<file path="config.mk">
export PLATFORM = sky130hd
export DESIGN_NAME = ictm_irq_controller
export DESIGN_NICKNAME = d
export VERILOG_FILES = /design/src/ictm_pkg.sv /design/src/ictm_sync.sv /design/src/ictm_sixteen_bit_timer.sv /design/src/ictm_irq_controller.sv
export VERILOG_INCLUDE_DIRS = /design/src
export SDC_FILE = /design/constraint.sdc
export NUM_CORES = 1
export LEC_CHECK = 0
export BUFFER_PORTS_ARGS = -buffer_cell sky130_fd_sc_hd__clkbuf_2
export CORE_MARGIN = 2
export CORE_UTILIZATION = 44
export DETAILED_ROUTE_END_ITERATION = 10
export HOLD_SLACK_MARGIN = 0.03
export PLACE_DENSITY_LB_ADDON = 0.1
export REMOVE_ABC_BUFFERS = 1
export SLEW_MARGIN = 20
export SYNTH_ARGS = -nofsm -noshare
export SYNTH_HDL_FRONTEND = slang
export SYNTH_SLANG_ARGS = --single-unit
export TNS_END_PERCENT = 20
</file>
<file path="constraint.sdc">
create_clock -name REF_CLK -period 5.7 [get_ports REF_CLK]
set_input_delay 1.14 -clock REF_CLK [delete_from_list [all_inputs] [get_ports REF_CLK]]
set_output_delay 1.14 -clock REF_CLK [all_outputs]
set_load 0.03 [all_outputs]
</file>
<file path="src/ictm_map.svh">
// Register map and fixed values of the interrupt controller.
//
// Behaviour
// Ten request lines, each with own flag.
// Every line has its own enable bit.
// Hardware sets flags; writing zero clears them.
// Edge select picks rising, falling or both.
// Global enable gates all lines.
// Flags still set while line disabled.
// Entry: push PC, stack+2, disable, vector 0x010.
// Return: pop PC, stack-2, enable, resume.
// Software keeps stack pointer bit 0 zero.
// Push and pop accumulator with flags together.
// Flags register readable to find the cause.
// Software clears only the serviced flag.
// Software reserves two stack bytes per level.
// Timer counts up; load and read instructions.
// Mode bits 7..5 select timer clock source.
// Mode bits 4..3 select prescaler 1/4/16/64.
// Mode bits 2..0 select tap bit 8..15.
// Selected tap edge raises timer request.
// Timer request sets flag bit 2.
// Timer mode register at index 0x06, read/write.
// Counter increments per tick, wraps at all ones.
`ifndef ICTM_MAP_SVH
`define ICTM_MAP_SVH

// Register indices; byte address is four times the index.
`define ICTM_IDX_LINE_EN 8'h04
`define ICTM_IDX_FLAGS 8'h05
`define ICTM_IDX_SIXTEEN_BIT_TIMER_MODE 8'h06
`define ICTM_IDX_EDGE_SEL 8'h07
`define ICTM_IDX_STACK_PTR 8'h08
`define ICTM_IDX_STATUS 8'h09
`define ICTM_IDX_COUNT 8'h0a

// Request line bit positions.
`define ICTM_NUM_LINES 10
`define ICTM_LINE_EXT0 0
`define ICTM_LINE_EXT1 1
`define ICTM_LINE_SIXTEEN_BIT_TIMER 2
`define ICTM_LINE_ADC 3
`define ICTM_LINE_TMR2 4
`define ICTM_LINE_TMR3_PWM2 5
`define ICTM_LINE_CMP_PWM1 6
`define ICTM_LINE_PWM0 7
`define ICTM_LINE_TOUCH_OVF 8
`define ICTM_LINE_TOUCH_DONE 9

// Edge select fields.
`define ICTM_EDGE_EXT0_LSB 0
`define ICTM_EDGE_EXT1_LSB 2
`define ICTM_EDGE_TIMER_FALL 4
`define ICTM_EDGE_EXT0_PINSEL 6
`define ICTM_EDGE_EXT1_PINSEL 7

// Timer mode fields.
`define ICTM_MODE_SRC_LSB 5
`define ICTM_MODE_PRE_LSB 3
`define ICTM_MODE_TAP_LSB 0

// Reset values and constants.
`define ICTM_LINE_EN_RST 10'h000
`define ICTM_EDGE_SEL_RST 8'h00
`define ICTM_SIXTEEN_BIT_TIMER_MODE_RST 8'h00
`define ICTM_STACK_PTR_RST 8'h00
`define ICTM_VECTOR 16'h0010
`define ICTM_STACK_STEP 8'h02

`endif

</file>
<file path="src/ictm_pkg.sv">
// Types of the interrupt controller.
`include "ictm_map.svh"
package ictm_pkg;

    // Core operations.
    typedef enum logic [2:0] {
        OP_IRQ_ENTRY, OP_RETURN, OP_PUSH_AF, OP_POP_AF,
        OP_TIMER_LOAD, OP_TIMER_READ, OP_GIE_ON, OP_GIE_OFF
    } ictm_op_e;

    typedef enum logic [2:0] {ST_IDLE, ST_SECOND, ST_RD_LO, ST_RD_HI, ST_FINISH} ictm_state_e;

    typedef struct packed {
        logic valid;
        ictm_op_e op;
        logic [15:0] pc;
        logic [7:0] acc;
        logic [7:0] flag;
        logic [7:0] addr;
    } ictm_core_req_s;

    typedef struct packed {
        logic done;
        logic pc_load;
        logic [15:0] pc;
        logic af_load;
        logic [7:0] acc;
        logic [7:0] flag;
    } ictm_core_resp_s;

    typedef struct packed {
        logic we;
        logic re;
        logic [7:0] addr;
        logic [7:0] wdata;
    } ictm_mem_req_s;

    typedef struct packed {
        logic adc;
        logic tmr2;
        logic tmr3_pwm2;
        logic cmp_pwm1;
        logic pwm0;
        logic touch_overflow_irq;
        logic touch_done_irq;
    } ictm_src_s;

endpackage

</file>
<file path="src/ictm_sync.sv">
// Two-flop synchroniser with edge pulses.
`timescale 1ns/1ns
`default_nettype none
module ictm_sync import ictm_pkg::*; #(
    parameter int W = 6
) (
    input wire logic clk, // Sampling clock.
    input wire logic rst_n, // Asynchronous reset, active low.
    input wire logic ce, // Clock enable.
    input wire logic [W-1:0] async_in, // Raw asynchronous levels.
    output logic [W-1:0] rise, // Rising edge pulse.
    output logic [W-1:0] fall // Falling edge pulse.
);
    logic [W-1:0] meta_q;
    logic [W-1:0] sync_q;
    logic [W-1:0] prev_q;

    // Only the second and third stages are read; the first may be metastable.
    always_ff @(posedge clk or negedge rst_n) begin
        if (!rst_n) begin
            meta_q <= '0;
            sync_q <= '0;
            prev_q <= '0;
        end else if (ce) begin
            meta_q <= async_in;
            sync_q <= meta_q;
            prev_q <= sync_q;
        end
    end

    // Edge pulses.
    assign rise = sync_q & ~prev_q;
    assign fall = ~sync_q & prev_q;
endmodule
`default_nettype wire

</file>
<file path="src/ictm_sixteen_bit_timer.sv">
// Sixteen bit up-counter with prescaler and tap request.
`timescale 1ns/1ns
`default_nettype none
module ictm_sixteen_bit_timer import ictm_pkg::*; (
    input wire logic clk, // System clock.
    input wire logic rst_n, // Asynchronous reset, active low.
    input wire logic ce, // Clock enable.
    input wire logic [7:0] mode, // Timer mode register.
    input wire logic fall_sel, // Falling tap edge requests.
    input wire logic pin4_tick, // Pin A4 edge pulse.
    input wire logic hrc_tick, // High speed RC edge pulse.
    input wire logic lrc_tick, // Low speed RC edge pulse.
    input wire logic pin0_tick, // Pin A0 edge pulse.
    input wire logic load, // Load pulse.
    input wire logic [15:0] load_val, // Value to load.
    output logic [15:0] count, // Current count.
    output logic irq // One-cycle request pulse.
);
    logic [5:0] psc_q;
    logic [15:0] cnt_q;
    logic tap_q;
    logic irq_q;
    wire [2:0] src = mode[`ICTM_MODE_SRC_LSB +: 3];
    wire [1:0] pre = mode[`ICTM_MODE_PRE_LSB +: 2];
    wire [2:0] tap_sel = mode[`ICTM_MODE_TAP_LSB +: 3];
    wire [7:0] cnt_hi = cnt_q[15:8];

    // Source select; reserved codes behave as stopped.
    wire src_tick = (src == 3'h1) | ((src == 3'h3) & pin4_tick) | ((src == 3'h4) & hrc_tick) |
                    ((src == 3'h6) & lrc_tick) | ((src == 3'h7) & pin0_tick);
    wire [5:0] psc_lim = (pre == 2'h0) ? 6'h00 : (pre == 2'h1) ? 6'h03 : (pre == 2'h2) ? 6'h0f : 6'h3f;
    wire psc_wrap = src_tick & (psc_q >= psc_lim);
    wire tap = cnt_hi[tap_sel];
    wire tap_edge = fall_sel ? (tap_q & ~tap) : (~tap_q & tap);

    // Prescaler and counter; a load beats a tick.
    always_ff @(posedge clk or negedge rst_n) begin
        if (!rst_n) begin
            psc_q <= 6'h00;
            cnt_q <= 16'h0000;
        end else if (ce) begin
            if (src_tick) begin
                psc_q <= psc_wrap ? 6'h00 : psc_q + 6'h01;
            end
            if (load) begin
                cnt_q <= load_val;
            end else if (psc_wrap) begin
                cnt_q <= cnt_q + 16'h0001;
            end
        end
    end

    // Tap history and registered request.
    always_ff @(posedge clk or negedge rst_n) begin
        if (!rst_n) begin
            tap_q <= 1'b0;
            irq_q <= 1'b0;
        end else if (ce) begin
            tap_q <= tap;
            irq_q <= tap_edge;
        end
    end

    assign count = cnt_q;
    assign irq = irq_q;
endmodule
`default_nettype wire

</file>
<file path="src/ictm_irq_controller.sv">
// Interrupt controller top: request flags, enables, stack sequencer and register slave.
`timescale 1ns/1ns
`default_nettype none
module ictm_irq_controller import ictm_pkg::*; (
    input wire logic REF_CLK, // System clock, 250 MHz.
    input wire logic RST_N, // Asynchronous reset, active low.
    input wire logic CE, // Clock enable; freezes all state when low.
    input wire logic HSEL, // Slave select.
    input wire logic [31:0] HADDR, // Byte address.
    input wire logic [1:0] HTRANS, // Transfer type.
    input wire logic HWRITE, // Write when high.
    input wire logic [2:0] HSIZE, // Transfer size, word only.
    input wire logic [31:0] HWDATA, // Write data.
    input wire logic HREADY, // Bus ready.
    output logic [31:0] HRDATA, // Read data.
    output logic HREADYOUT, // Slave ready.
    output logic HRESP, // Always OKAY.
    input wire logic PORT_A_PIN0, // External line 0 pin choice A.
    input wire logic PORT_B_PIN5, // External line 0 pin choice B.
    input wire logic PORT_B_PIN0, // External line 1 pin choice A.
    input wire logic PORT_A_PIN4, // External line 1 pin choice B.
    input wire logic HIGH_SPEED_RC_CLOCK, // High speed RC level, sampled.
    input wire logic LOW_SPEED_RC_CLOCK, // Low speed RC level, sampled.
    input wire ictm_src_s SRC_EVENTS, // Same-clock event pulses.
    input wire ictm_core_req_s CORE_REQ, // Core request.
    output ictm_core_resp_s CORE_RESP, // Completion.
    output logic CORE_BUSY, // Operation running.
    output logic IRQ_PENDING, // Request may be taken.
    output ictm_mem_req_s MEM_REQ, // Data memory access.
    input wire logic [7:0] MEM_RDATA // Read data, a cycle after re.
);
    localparam int NL = `ICTM_NUM_LINES;

    ////////////////////////////////////////////////////////////////////////////
    // Pin synchronisers and the timer.

    logic [5:0] pin_rise;
    logic [5:0] pin_fall;
    logic [15:0] tmr_count;
    logic tmr_irq;
    logic [7:0] timer_mode_q;
    logic [7:0] edge_sel_q;
    logic tload_q;
    logic [15:0] word_q;

    // Pins and oscillators are asynchronous, so all are synchronised.
    ictm_sync #(.W(6)) u_sync (
        .clk(REF_CLK),
        .rst_n(RST_N),
        .ce(CE),
        .async_in({LOW_SPEED_RC_CLOCK, HIGH_SPEED_RC_CLOCK, PORT_A_PIN4, PORT_B_PIN0, PORT_B_PIN5, PORT_A_PIN0}),
        .rise(pin_rise),
        .fall(pin_fall)
    );

    // Timer; pin and oscillator sources count rising edges.
    ictm_sixteen_bit_timer u_timer (
        .clk(REF_CLK),
        .rst_n(RST_N),
        .ce(CE),
        .mode(timer_mode_q),
        .fall_sel(edge_sel_q[`ICTM_EDGE_TIMER_FALL]),
        .pin4_tick(pin_rise[3]),
        .hrc_tick(pin_rise[4]),
        .lrc_tick(pin_rise[5]),
        .pin0_tick(pin_rise[0]),
        .load(tload_q),
        .load_val(word_q),
        .count(tmr_count),
        .irq(tmr_irq)
    );

    ////////////////////////////////////////////////////////////////////////////
    // Register slave.

    logic dp_valid_q;
    logic dp_write_q;
    logic dp_map_q;
    logic [7:0] dp_idx_q;

    // Address phase taken when ready; no wait states.
    wire ap_take = HSEL & HTRANS[1] & HREADY & CE;

    always_ff @(posedge REF_CLK or negedge RST_N) begin
        if (!RST_N) begin
            dp_valid_q <= 1'b0;
            dp_write_q <= 1'b0;
            dp_map_q <= 1'b0;
            dp_idx_q <= 8'h00;
        end else if (CE) begin
            dp_valid_q <= ap_take;
            dp_write_q <= HWRITE;
            dp_map_q <= (HADDR[31:10] == 22'h000000) & (HADDR[1:0] == 2'h0);
            dp_idx_q <= HADDR[9:2];
        end
    end

    // Write strobes in the data phase.
    wire wr_en = dp_valid_q & dp_write_q & dp_map_q & CE;
    wire wr_line_en = wr_en & (dp_idx_q == `ICTM_IDX_LINE_EN);
    wire wr_flags = wr_en & (dp_idx_q == `ICTM_IDX_FLAGS);
    wire wr_mode = wr_en & (dp_idx_q == `ICTM_IDX_SIXTEEN_BIT_TIMER_MODE);
    wire wr_edge = wr_en & (dp_idx_q == `ICTM_IDX_EDGE_SEL);
    wire wr_stack = wr_en & (dp_idx_q == `ICTM_IDX_STACK_PTR);

    logic [NL-1:0] line_en_q;
    logic [NL-1:0] flags_q;
    logic [7:0] stack_pointer_q;
    logic gie_q;
    ictm_state_e state_q;

    // Software control registers.
    always_ff @(posedge REF_CLK or negedge RST_N) begin
        if (!RST_N) begin
            line_en_q <= `ICTM_LINE_EN_RST;
            timer_mode_q <= `ICTM_SIXTEEN_BIT_TIMER_MODE_RST;
            edge_sel_q <= `ICTM_EDGE_SEL_RST;
        end else if (CE) begin
            if (wr_line_en) begin
                line_en_q <= HWDATA[NL-1:0];
            end
            if (wr_mode) begin
                timer_mode_q <= HWDATA[7:0];
            end
            if (wr_edge) begin
                edge_sel_q <= HWDATA[7:0];
            end
        end
    end

    // Read mux; unmapped and reserved bits read zero.
    wire [31:0] rd_word =
        (dp_idx_q == `ICTM_IDX_LINE_EN) ? {22'h000000, line_en_q} :
        (dp_idx_q == `ICTM_IDX_FLAGS) ? {22'h000000, flags_q} :
        (dp_idx_q == `ICTM_IDX_SIXTEEN_BIT_TIMER_MODE) ? {24'h000000, timer_mode_q} :
        (dp_idx_q == `ICTM_IDX_EDGE_SEL) ? {24'h000000, edge_sel_q} :
        (dp_idx_q == `ICTM_IDX_STACK_PTR) ? {24'h000000, stack_pointer_q} :
        (dp_idx_q == `ICTM_IDX_STATUS) ? {30'h00000000, (state_q != ST_IDLE), gie_q} :
        (dp_idx_q == `ICTM_IDX_COUNT) ? {16'h0000, tmr_count} : 32'h00000000;

    assign HRDATA = (dp_valid_q & ~dp_write_q & dp_map_q) ? rd_word : 32'h00000000;
    assign HREADYOUT = CE;
    assign HRESP = 1'b0;

    ////////////////////////////////////////////////////////////////////////////
    // Request sources and flags.

    // Edge mode: 01 rising, 10 falling, otherwise both.
    function automatic logic edge_hit(input logic [1:0] md, input logic r, input logic f);
        edge_hit = (md == 2'h1) ? r : (md == 2'h2) ? f : (r | f);
    endfunction

    // Each shared line picks one of two pins.
    wire ext0_sel = edge_sel_q[`ICTM_EDGE_EXT0_PINSEL];
    wire ext1_sel = edge_sel_q[`ICTM_EDGE_EXT1_PINSEL];
    wire ext0_r = ext0_sel ? pin_rise[1] : pin_rise[0];
    wire ext0_f = ext0_sel ? pin_fall[1] : pin_fall[0];
    wire ext1_r = ext1_sel ? pin_rise[3] : pin_rise[2];
    wire ext1_f = ext1_sel ? pin_fall[3] : pin_fall[2];
    wire ext0_ev = edge_hit(edge_sel_q[`ICTM_EDGE_EXT0_LSB +: 2], ext0_r, ext0_f);
    wire ext1_ev = edge_hit(edge_sel_q[`ICTM_EDGE_EXT1_LSB +: 2], ext1_r, ext1_f);

    // One event per request line, in flag bit order.
    wire [NL-1:0] line_ev = {
        SRC_EVENTS.touch_done_irq, SRC_EVENTS.touch_overflow_irq, SRC_EVENTS.pwm0,
        SRC_EVENTS.cmp_pwm1, SRC_EVENTS.tmr3_pwm2, SRC_EVENTS.tmr2, SRC_EVENTS.adc,
        tmr_irq, ext1_ev, ext0_ev
    };

    // Flags ignore enables; a zero write clears, a new event wins.
    logic [NL-1:0] flags_d;
    genvar gi;
    generate
        for (gi = 0; gi < NL; gi++) begin : g_flag
            assign flags_d[gi] = line_ev[gi] | (flags_q[gi] & ~(wr_flags & ~HWDATA[gi]));
        end
    endgenerate

    always_ff @(posedge REF_CLK or negedge RST_N) begin
        if (!RST_N) begin
            flags_q <= '0;
        end else if (CE) begin
            flags_q <= flags_d;
        end
    end

    // Offered only when enabled, globally allowed and idle.
    wire any_req = |(flags_q & line_en_q);
    assign IRQ_PENDING = gie_q & any_req & (state_q == ST_IDLE);

    ////////////////////////////////////////////////////////////////////////////
    // Stack and timer transfer sequencer.

    ictm_op_e op_q;
    ictm_op_e op_d;
    ictm_state_e state_d;
    logic [7:0] base_q;
    logic [7:0] base_d;
    logic [15:0] word_d;
    ictm_mem_req_s mem_q;
    ictm_mem_req_s mem_d;
    ictm_core_resp_s resp_q;
    ictm_core_resp_s resp_d;
    logic gie_d;
    logic [7:0] stack_d;
    logic tload_d;

    // Entry is refused while the global enable is clear.
    wire req_ok = CORE_REQ.valid & ((CORE_REQ.op != OP_IRQ_ENTRY) | gie_q);
    wire op_is_wr = (op_q == OP_IRQ_ENTRY) | (op_q == OP_PUSH_AF) | (op_q == OP_TIMER_READ);
    wire req_is_wr = (CORE_REQ.op == OP_IRQ_ENTRY) | (CORE_REQ.op == OP_PUSH_AF) |
                     (CORE_REQ.op == OP_TIMER_READ);
    wire [7:0] stack_up = stack_pointer_q + `ICTM_STACK_STEP;
    wire [7:0] stack_dn = stack_pointer_q - `ICTM_STACK_STEP;

    // First byte: pushes at the pointer, pops two below.
    wire [7:0] req_base =
        ((CORE_REQ.op == OP_IRQ_ENTRY) | (CORE_REQ.op == OP_PUSH_AF)) ? stack_pointer_q :
        ((CORE_REQ.op == OP_RETURN) | (CORE_REQ.op == OP_POP_AF)) ? stack_dn : CORE_REQ.addr;

    // Word to store.
    wire [15:0] req_word =
        (CORE_REQ.op == OP_IRQ_ENTRY) ? CORE_REQ.pc :
        (CORE_REQ.op == OP_PUSH_AF) ? {CORE_REQ.flag, CORE_REQ.acc} : tmr_count;

    // Next state; the pointer moves only once the word is done.
    always_comb begin
        state_d = state_q;
        op_d = op_q;
        base_d = base_q;
        word_d = word_q;
        mem_d = '0;
        resp_d = '0;
        gie_d = gie_q;
        stack_d = wr_stack ? HWDATA[7:0] : stack_pointer_q;
        tload_d = 1'b0;
        unique case (state_q)
            ST_IDLE: begin
                if (req_ok) begin
                    if (CORE_REQ.op == OP_GIE_ON) begin
                        gie_d = 1'b1;
                        resp_d.done = 1'b1;
                    end else if (CORE_REQ.op == OP_GIE_OFF) begin
                        gie_d = 1'b0;
                        resp_d.done = 1'b1;
                    end else begin
                        op_d = CORE_REQ.op;
                        base_d = req_base;
                        word_d = req_word;
                        mem_d.we = req_is_wr;
                        mem_d.re = ~req_is_wr;
                        mem_d.addr = req_base;
                        mem_d.wdata = req_word[7:0];
                        state_d = ST_SECOND;
                    end
                end
            end
            ST_SECOND: begin
                mem_d.we = op_is_wr;
                mem_d.re = ~op_is_wr;
                mem_d.addr = base_q + 8'h01;
                mem_d.wdata = word_q[15:8];
                state_d = op_is_wr ? ST_FINISH : ST_RD_LO;
            end
            ST_RD_LO: begin
                word_d[7:0] = MEM_RDATA;
                state_d = ST_RD_HI;
            end
            ST_RD_HI: begin
                word_d[15:8] = MEM_RDATA;
                state_d = ST_FINISH;
            end
            ST_FINISH: begin
                state_d = ST_IDLE;
                resp_d.done = 1'b1;
                unique case (op_q)
                    OP_IRQ_ENTRY: begin
                        stack_d = stack_up;
                        gie_d = 1'b0;
                        resp_d.pc_load = 1'b1;
                        resp_d.pc = `ICTM_VECTOR;
                    end
                    OP_RETURN: begin
                        stack_d = stack_dn;
                        gie_d = 1'b1;
                        resp_d.pc_load = 1'b1;
                        resp_d.pc = word_q;
                    end
                    OP_PUSH_AF: begin
                        stack_d = stack_up;
                    end
                    OP_POP_AF: begin
                        stack_d = stack_dn;
                        resp_d.af_load = 1'b1;
                        resp_d.acc = word_q[7:0];
                        resp_d.flag = word_q[15:8];
                    end
                    OP_TIMER_LOAD: begin
                        tload_d = 1'b1;
                    end
                    default: begin
                        resp_d.pc_load = 1'b0;
                    end
                endcase
            end
        endcase
    end

    // Sequencer registers.
    always_ff @(posedge REF_CLK or negedge RST_N) begin
        if (!RST_N) begin
            state_q <= ST_IDLE;
            op_q <= OP_IRQ_ENTRY;
            base_q <= 8'h00;
            word_q <= 16'h0000;
        end else if (CE) begin
            state_q <= state_d;
            op_q <= op_d;
            base_q <= base_d;
            word_q <= word_d;
        end
    end

    // Architectural state and registered outputs.
    always_ff @(posedge REF_CLK or negedge RST_N) begin
        if (!RST_N) begin
            gie_q <= 1'b0;
            stack_pointer_q <= `ICTM_STACK_PTR_RST;
            mem_q <= '0;
            resp_q <= '0;
            tload_q <= 1'b0;
        end else if (CE) begin
            gie_q <= gie_d;
            stack_pointer_q <= stack_d;
            mem_q <= mem_d;
            resp_q <= resp_d;
            tload_q <= tload_d;
        end
    end

    assign MEM_REQ = mem_q;
    assign CORE_RESP = resp_q;
    assign CORE_BUSY = (state_q != ST_IDLE);
endmodule
`default_nettype wire

</file>
==> impl_metrics.csv, run 1 <==
group,metric,value,unit
placement,port_buffers,185,
die,ioPinCount,229,
die,core_area,0.0219,mm²
sta,setup_ws,1.59,ns
worst_setup_path,timing.rr.end,"u_timer.count[3]",
cts,htree_levels,4,
sta,period_needed,4.11,ns
global_routing,track_usage,23.5,%
route,vias,8353,
synth,synth_top_area_share,46.4,%
power,p_total,4170,µW
sta,worst_clock_skew,0.0131,ns
synth,synth_warnings,0,
layout,drive_above_1_share,23.6,%
global_routing,overflow,0,
route,routed_wl,27400,µm
cts,cts_buffer_depth,2,
sta,fmax,243,MHz
global_routing,grt_pass1_wl,44300,µm
cts,cts_buffers,17,
synth,synth_edf_count,0,
global_routing,grt_pass1_vias,8055,
worst_setup_path,crit_type,"flop to primary output",
worst_setup_path,rr_worst_depth,8,
synth,yosysSeqAreaShare,46.4,%
die,die_area,0.0235,mm²
synth,synthCells,998,
cts,cts_setup_buffers,0,
synth,yosysTopAreaCell,"dfrtp_1",
worst_setup_path,path_depth,6,
worst_hold_path,min_to,"flags_q[2]",
synth,synth.most_common_cell,"dfrtp_1",
worst_setup_path,cp_max_fo,9,
worst_hold_path,min_from,"u_timer.irq",
cts,clk_latency,0.44,ns
worst_setup_path,critPathMaxStageDelay,0.58,ns
worst_setup_path,r2r_slack,2.58,ns
worst_setup_path,cp_cell_sequence,"or4_4 > nor4b_4 > a22o_1 > a222oi_1 > a211oi_1 > clkbuf_2",
die,start_util,44.8,%
route,via_per_inst,5.80,
die,die_y,153,µm
flow_run,drv_cap,0,
sta,fin_setup_tns,0,ns
die,fp.dieW,153,µm
layout,nets,1297,
die,num_rows,54,
worst_setup_path,critPathArrivalTime,2.97,ns
worst_setup_path,required,4.56,ns
synth,avgSynthCellArea,9.83,µm²
worst_setup_path,r2r-start,"timer_mode_q[4]",
synth,synth_seq_cells,182,
cts,clk_pin_slew,0.07,ns
cts,cts_tree,"yes",
cts,postCtsHoldBufs,0,
synth,synth_area,0.00981,mm²
worst_setup_path,start_kind,"flop",
route,wl_per_cell,19.0,µm
placement,dpl.hpwl,19600,µm
worst_hold_path,hold_path_class,"flop to flop",
route,drtAntennaViolNets,0,
route,dr.pass1.iters,5,
cts,clock-sinks,182,
route,drtIter0Drc,633,
global_routing,antenna_found_initial,0,
worst_hold_path,min_path_cells,2,
sta,max_slew.worst_pin.slew,1.03,ns
placement,post-place-ws,1.92,ns
cts,root_buffer,"clkbuf_16",
placement,gp_congestion,0.899,
synth,ys_top_cells_by_area,"dfrtp_1, a21oi_1, a22o_1",
layout,antenna_cells,0,
worst_setup_path,critical_path.top_delay_family,"simple AND/OR/NAND/NOR gates",
sta,slew_headroom,31.1,%
synth,netlist-cell-type-count,74,
worst_setup_path,end_kind,"primary output",
run_status,status,"finished, final reports clean",
power,powerDensity,365,mW/mm²
layout,synthToLayoutAreaGrowth,16.5,%
synth,ys_async_sr_fraction,100,%
worst_setup_path,crit_slowest_cell,"or4_4",
global_routing,grt_max_degree,131,
synth,synthTopCellsByCount,"dfrtp_1, nor2_1, a21oi_1",
cts,cts_resized,0,
sta,hold_viol,0,
sta,setup_violations,0,
worst_setup_path,path_buf_inv,1,
power,p_leak,0.00523,µW
power,max-vdd-ir-drop,204,µV
sta,final_max_slew_viol_count,0,
synth,synth_flop_cell,"dfrtp_1",
sta,fin_crit_sh,72.1,%
sta,rsz0062_at_grt,"no",
route,drc_errors,0,
-- layout by cell type, fill, tap and decap left out, types with 6 or more instances in the layout --
master,instances
and2_1,9
conb_1,17
a21oi_1,84
nor3_1,20
a31oi_1,10
ha_1,11
a211oi_1,26
clkbuf_2,183
mux2i_1,34
o21ai_1,32
nand4_1,7
nor4_1,9
o2bb2ai_1,16
clkbuf_16,17
nor3b_1,9
nand2_1,70
o21ai_0,23
xnor2_1,8
mux2_2,27
nand3_1,17
nand3b_1,8
inv_1,21
nor2_1,92
o22ai_1,24
dfrtp_1,182
buf_4,11
a22o_1,40
inv_6,6
xor2_1,6
a22oi_1,10
mux2_1,28
nand2b_1,6
-- tightest hold or removal path: stages, from the launching register on --
cell and delay, ns:
dfrtp_1 0.35, nand2_1 0.05, nand2_1 0.04
-- sequential cells by signal, indices dropped and copies added (netlist names), 6 cells and up --
| name | count |
|---|---|
| CORE_RESP | 35 |
| stack_pointer_q | 8 |
| u_timer.psc_q | 6 |
| timer_mode_q | 8 |
| u_sync.sync_q | 6 |
| word_q | 16 |
| flags_q | 10 |
| MEM_REQ | 18 |
| u_sync.prev_q | 6 |
| line_en_q | 10 |
| dp_idx_q | 8 |
| u_sync.meta_q | 6 |
| base_q | 8 |
| edge_sel_q | 8 |
| u_timer.count | 16 |
-- how the worst max path moves through the flow --
stage / start / end / slack (ns)
global placement: dp_idx_q[5] / HRDATA[14] / 1.95
detailed placement: dp_idx_q[5] / HRDATA[14] / 1.92
CTS: dp_idx_q[5] / HRDATA[14] / 1.44
global route: dp_idx_q[5] / HRDATA[4] / 1.50
floorplan: dp_idx_q[5] / HRDATA[2] / 1.79
finish: dp_idx_q[5] / HRDATA[4] / 1.59
-- metrics by stage --
| stage | hold slack (ns) | cells | util (%) | instance area, µm² |
|---|---|---|---|---|
| after global placement | 0.462 | 1407 | 49.6 | 10900 |
| after detailed placement | 0.466 | 1407 | 49.6 | 10900 |
| after CTS | 0.480 | 1439 | 52.2 | 11400 |
| final | 0.473 | 1439 | 52.2 | 11400 |
| after floorplan | 0.442 | 931 | - | 9480 |
| after global routing | 0.511 | 1439 | 52.2 | 11400 |
-- power breakdown --
| group | leakage (µW) | total (µW) | internal, µW | switching [µW] |
|---|---|---|---|---|
| Clock | 0.000278 | 1170 | 618 | 547 |
| Combinational | 0.00264 | 1120 | 436 | 682 |
| Sequential | 0.00232 | 1890 | 1530 | 361 |
| Total | 0.00523 | 4170 | 2580 | 1590 |
-- per-layer routing --
layer / share of wire [%] / global-route usage, %
met5: 0 / 0
met4: 1.9 / 7.25
met3: 5.8 / 3.23
met2: 45 / 36.3
met1: 47 / 34.5
-- area by class of cell --
class                           instances  area, µm²
Fill cell                            2020      10500
Multi-Input combinational cell        724       4840
Tap cell                              280        350
Timing Repair Buffer                  196       1030
Clock buffer                           19        433
Sequential cell                       182       4550
Clock inverter                         13        135
Inverter                               25       93.8
-- cell families (layout without fill, tap and decap cells) --
family	after synthesis	count (layout)	share of synthesized area, %
AOI/OAI and AO/OA	307	307	21.0
and+or+nand+nor	284	284	14.6
DFF	182	182	46.4
buffers and inverters	108	253	4.99
muxes	91	91	10.2
xor gates and xnor gates	14	14	1.25
adders and majority gates	11	11	1.40
other	1	17	0.0382
Note: power is estimated with default switching activity, not from simulation.
==> inputs of run 2 (changes only) <==
==> constraint.sdc (replaced) <==
create_clock -name REF_CLK -period 3.37 [get_ports REF_CLK]
set_input_delay 0.674 -clock REF_CLK [delete_from_list [all_inputs] [get_ports REF_CLK]]
set_output_delay 0.674 -clock REF_CLK [all_outputs]
set_load 0.03 [all_outputs]
==> run 2 against run 1 <==
Effect of this change:
- power is 69% higher
- cell count is 1.6% higher
- register-to-register slack got worse by 1.9 ns
- critical path depth increased by 1
- combinational power rose by 70%
- sequential power rose by 69%
- count of clock-buffer cells in the layout is 1 lower
- critical endpoint is now HRDATA[2]
- global-route usage grew 0.12 points
- largest power group unchanged
- critical path type unchanged
- via count is 0.98% higher
- worst hold slack worse by 0.28 ns
==> impl_metrics.csv, run 2 (same netlist as run 1, synthesis figures left out) <==
group,metric,value,unit
global_routing,globalRoute.busiestLayer,"met2",
power,p_leak,0.00536,µW
layout,fillers,2033,
die,die_y,153,µm
flow_run,drv_cap,0,
route,drtAntennaViolNets,0,
cts,postCtsHoldBufs,0,
worst_setup_path,crit_slowest_cell,"or4_4",
power,max-vdd-ir-drop,368,µV
cts,cts_tree,"yes",
route,via_per_inst,5.77,
route,vias,8435,
cts,clk_pin_slew,0.07,ns
cts,clock-sinks,182,
worst_setup_path,cp_max_fo,11,
layout,seqCellArea,0.00455,mm²
placement,dpl.hpwl,20100,µm
worst_setup_path,critical_path.top_delay_family,"simple AND/OR/NAND/NOR gates",
layout,drive_above_1_share,25.5,%
global_routing,grt_max_degree,66,
route,drc_errors,0,
worst_setup_path,end_kind,"primary output",
placement,placed_area,0.0110,mm²
worst_setup_path,critPathArrivalTime,2.64,ns
global_routing,gr-usage-met2,36.6,%
sta,period_needed,3.32,ns
sta,fin_setup_tns,0,ns
global_routing,grt_pass1_vias,7920,
placement,gp_congestion,0.901,
sta,fmax,302,MHz
sta,setup_violations,0,
global_routing,antenna_found_initial,0,
layout,largest_reg_flops,35,
power,powerDensity,607,mW/mm²
die,num_rows,54,
sta,rsz0062_at_grt,"yes",
cts,htree_levels,4,
layout,nets,1320,
worst_setup_path,crit_type,"flop to primary output",
layout,layout_common_cells,"dfrtp_1, clkbuf_2, nor2_1, a21oi_1, nand2_1",
worst_setup_path,critPathMaxStageDelay,0.58,ns
cts,clk_latency,0.44,ns
sta,fin_crit_sh,98.4,%
layout,antenna_cells,0,
route,drtIter0Drc,634,
worst_hold_path,hold_path_class,"primary input to asynchronous set/reset pin",
worst_setup_path,path_buf_inv,2,
cts,root_buffer,"clkbuf_16",
sta,max_slew.worst_pin.slew,0.998,ns
layout,stdcell_area,0.0116,mm²
sta,slew_headroom,33.5,%
global_routing,grtUsageMet3,3.35,%
layout,post-route-util,53.2,%
cts,cts_buffer_depth,2,
die,core_area,0.0219,mm²
layout,multi_input_area,0.00485,mm²
global_routing,grt_pass1_wl,44400,µm
route,dr.pass1.iters,5,
die,fp.dieW,153,µm
worst_setup_path,cp_cell_sequence,"or4_4 > nor3b_1 > buf_4 > a22o_1 > a222oi_1 > a211oi_2 > clkbuf_2",
global_routing,grt.met1_usage,35.2,%
global_routing,track_usage,23.7,%
sta,hold_viol,0,
run_status,status,"finished, final reports clean",
die,ioPinCount,229,
cts,cts_buffers,17,
die,die_area,0.0235,mm²
die,start_util,44.8,%
sta,final_max_slew_viol_count,0,
route,routed_wl,27400,µm
worst_setup_path,required,2.70,ns
layout,layout_commonest_cell,"dfrtp_1",
sta,worst_clock_skew,0.0113,ns
placement,port_buffers,185,
global_routing,overflow,0,
worst_setup_path,start_kind,"flop",
layout,synthToLayoutAreaGrowth,18.7,%
route,wl_per_cell,18.8,µm
[run 2: cell types whose count changed in the layout (fill, tap and decap cells not counted)]
cell	change
buf_4	+23
clkbuf_2	-5
a211oi_1	-3
a211oi_2	+3
buf_2	+3
clkbuf_1	-2
buf_12	+1
bufinv_16	-1
clkbuf_4	+1
clkbuf_8	+1
clkinv_8	+1
inv_8	+1
[run 2: final timing paths]
check / cells past startpoint / startpoint / slack [ns] / end
worst max-delay path: 7 / dp_idx_q[5] / 0.05 / HRDATA[2]
worst min-delay path: 1 / RST_N / 0.19 / MEM_REQ[15]
worst max register to register: 5 / state_q[2] / 0.67 / word_q[12]
worst min register to register: 1 / MEM_REQ[16] / 0.49 / MEM_REQ[16]
max in group asynchronous: 2 / RST_N / 2.43 / line_en_q[7]
min in group REF_CLK: 3 / SRC_EVENTS[6] / 0.43 / flags_q[3]
[run 2: final cells by class]
type / count / area share (%)
multi-input cells: 724 / 41.7
inverters: 25 / 0.806
clock buffers: 18 / 3.77
clock inverters: 14 / 1.14
well taps: 280 / 3.01
repair buffers: 219 / 10.5
flip-flops and latches: 182 / 39.1
[run 2: metrics by stage]
stage	setup slack, ns	cells	power, µW	hold slack, ns
floorplan	-0.0735	931	4340	0.378
global placement	0.412	1426	5090	0.463
detailed placement	0.417	1426	5120	0.470
CTS	0.00371	1458	7100	0.209
global route	-0.0690	1462	7490	0.223
finish	0.0543	1462	7070	0.192
[run 2: repair_timing]
| action | 4_1_cts | 5_1_grt |
|---|---|---|
| setup endpoints to repair | 4 | 13 |
| setup buffers | 0 | 4 |
| pin swaps | 0 | 2 |
| gates resized for setup | 5 | 5 |
[run 2: where the power goes]
group	leakage (µW)	internal, µW	switching (µW)
Combinational	0.00276	755	1140
Sequential	0.00232	2590	614
Clock	0.000281	1000	972
[run 2: per-layer routing]
| metal | share of wire [%] | up-vias |
|---|---|---|
| met1 | 47 | 4129 |
| met3 | 5.4 | 25 |
| met2 | 46 | 273 |
| met4 | 1.3 | 0 |
| li1 | - | 4008 |
| met5 | 0 | - |
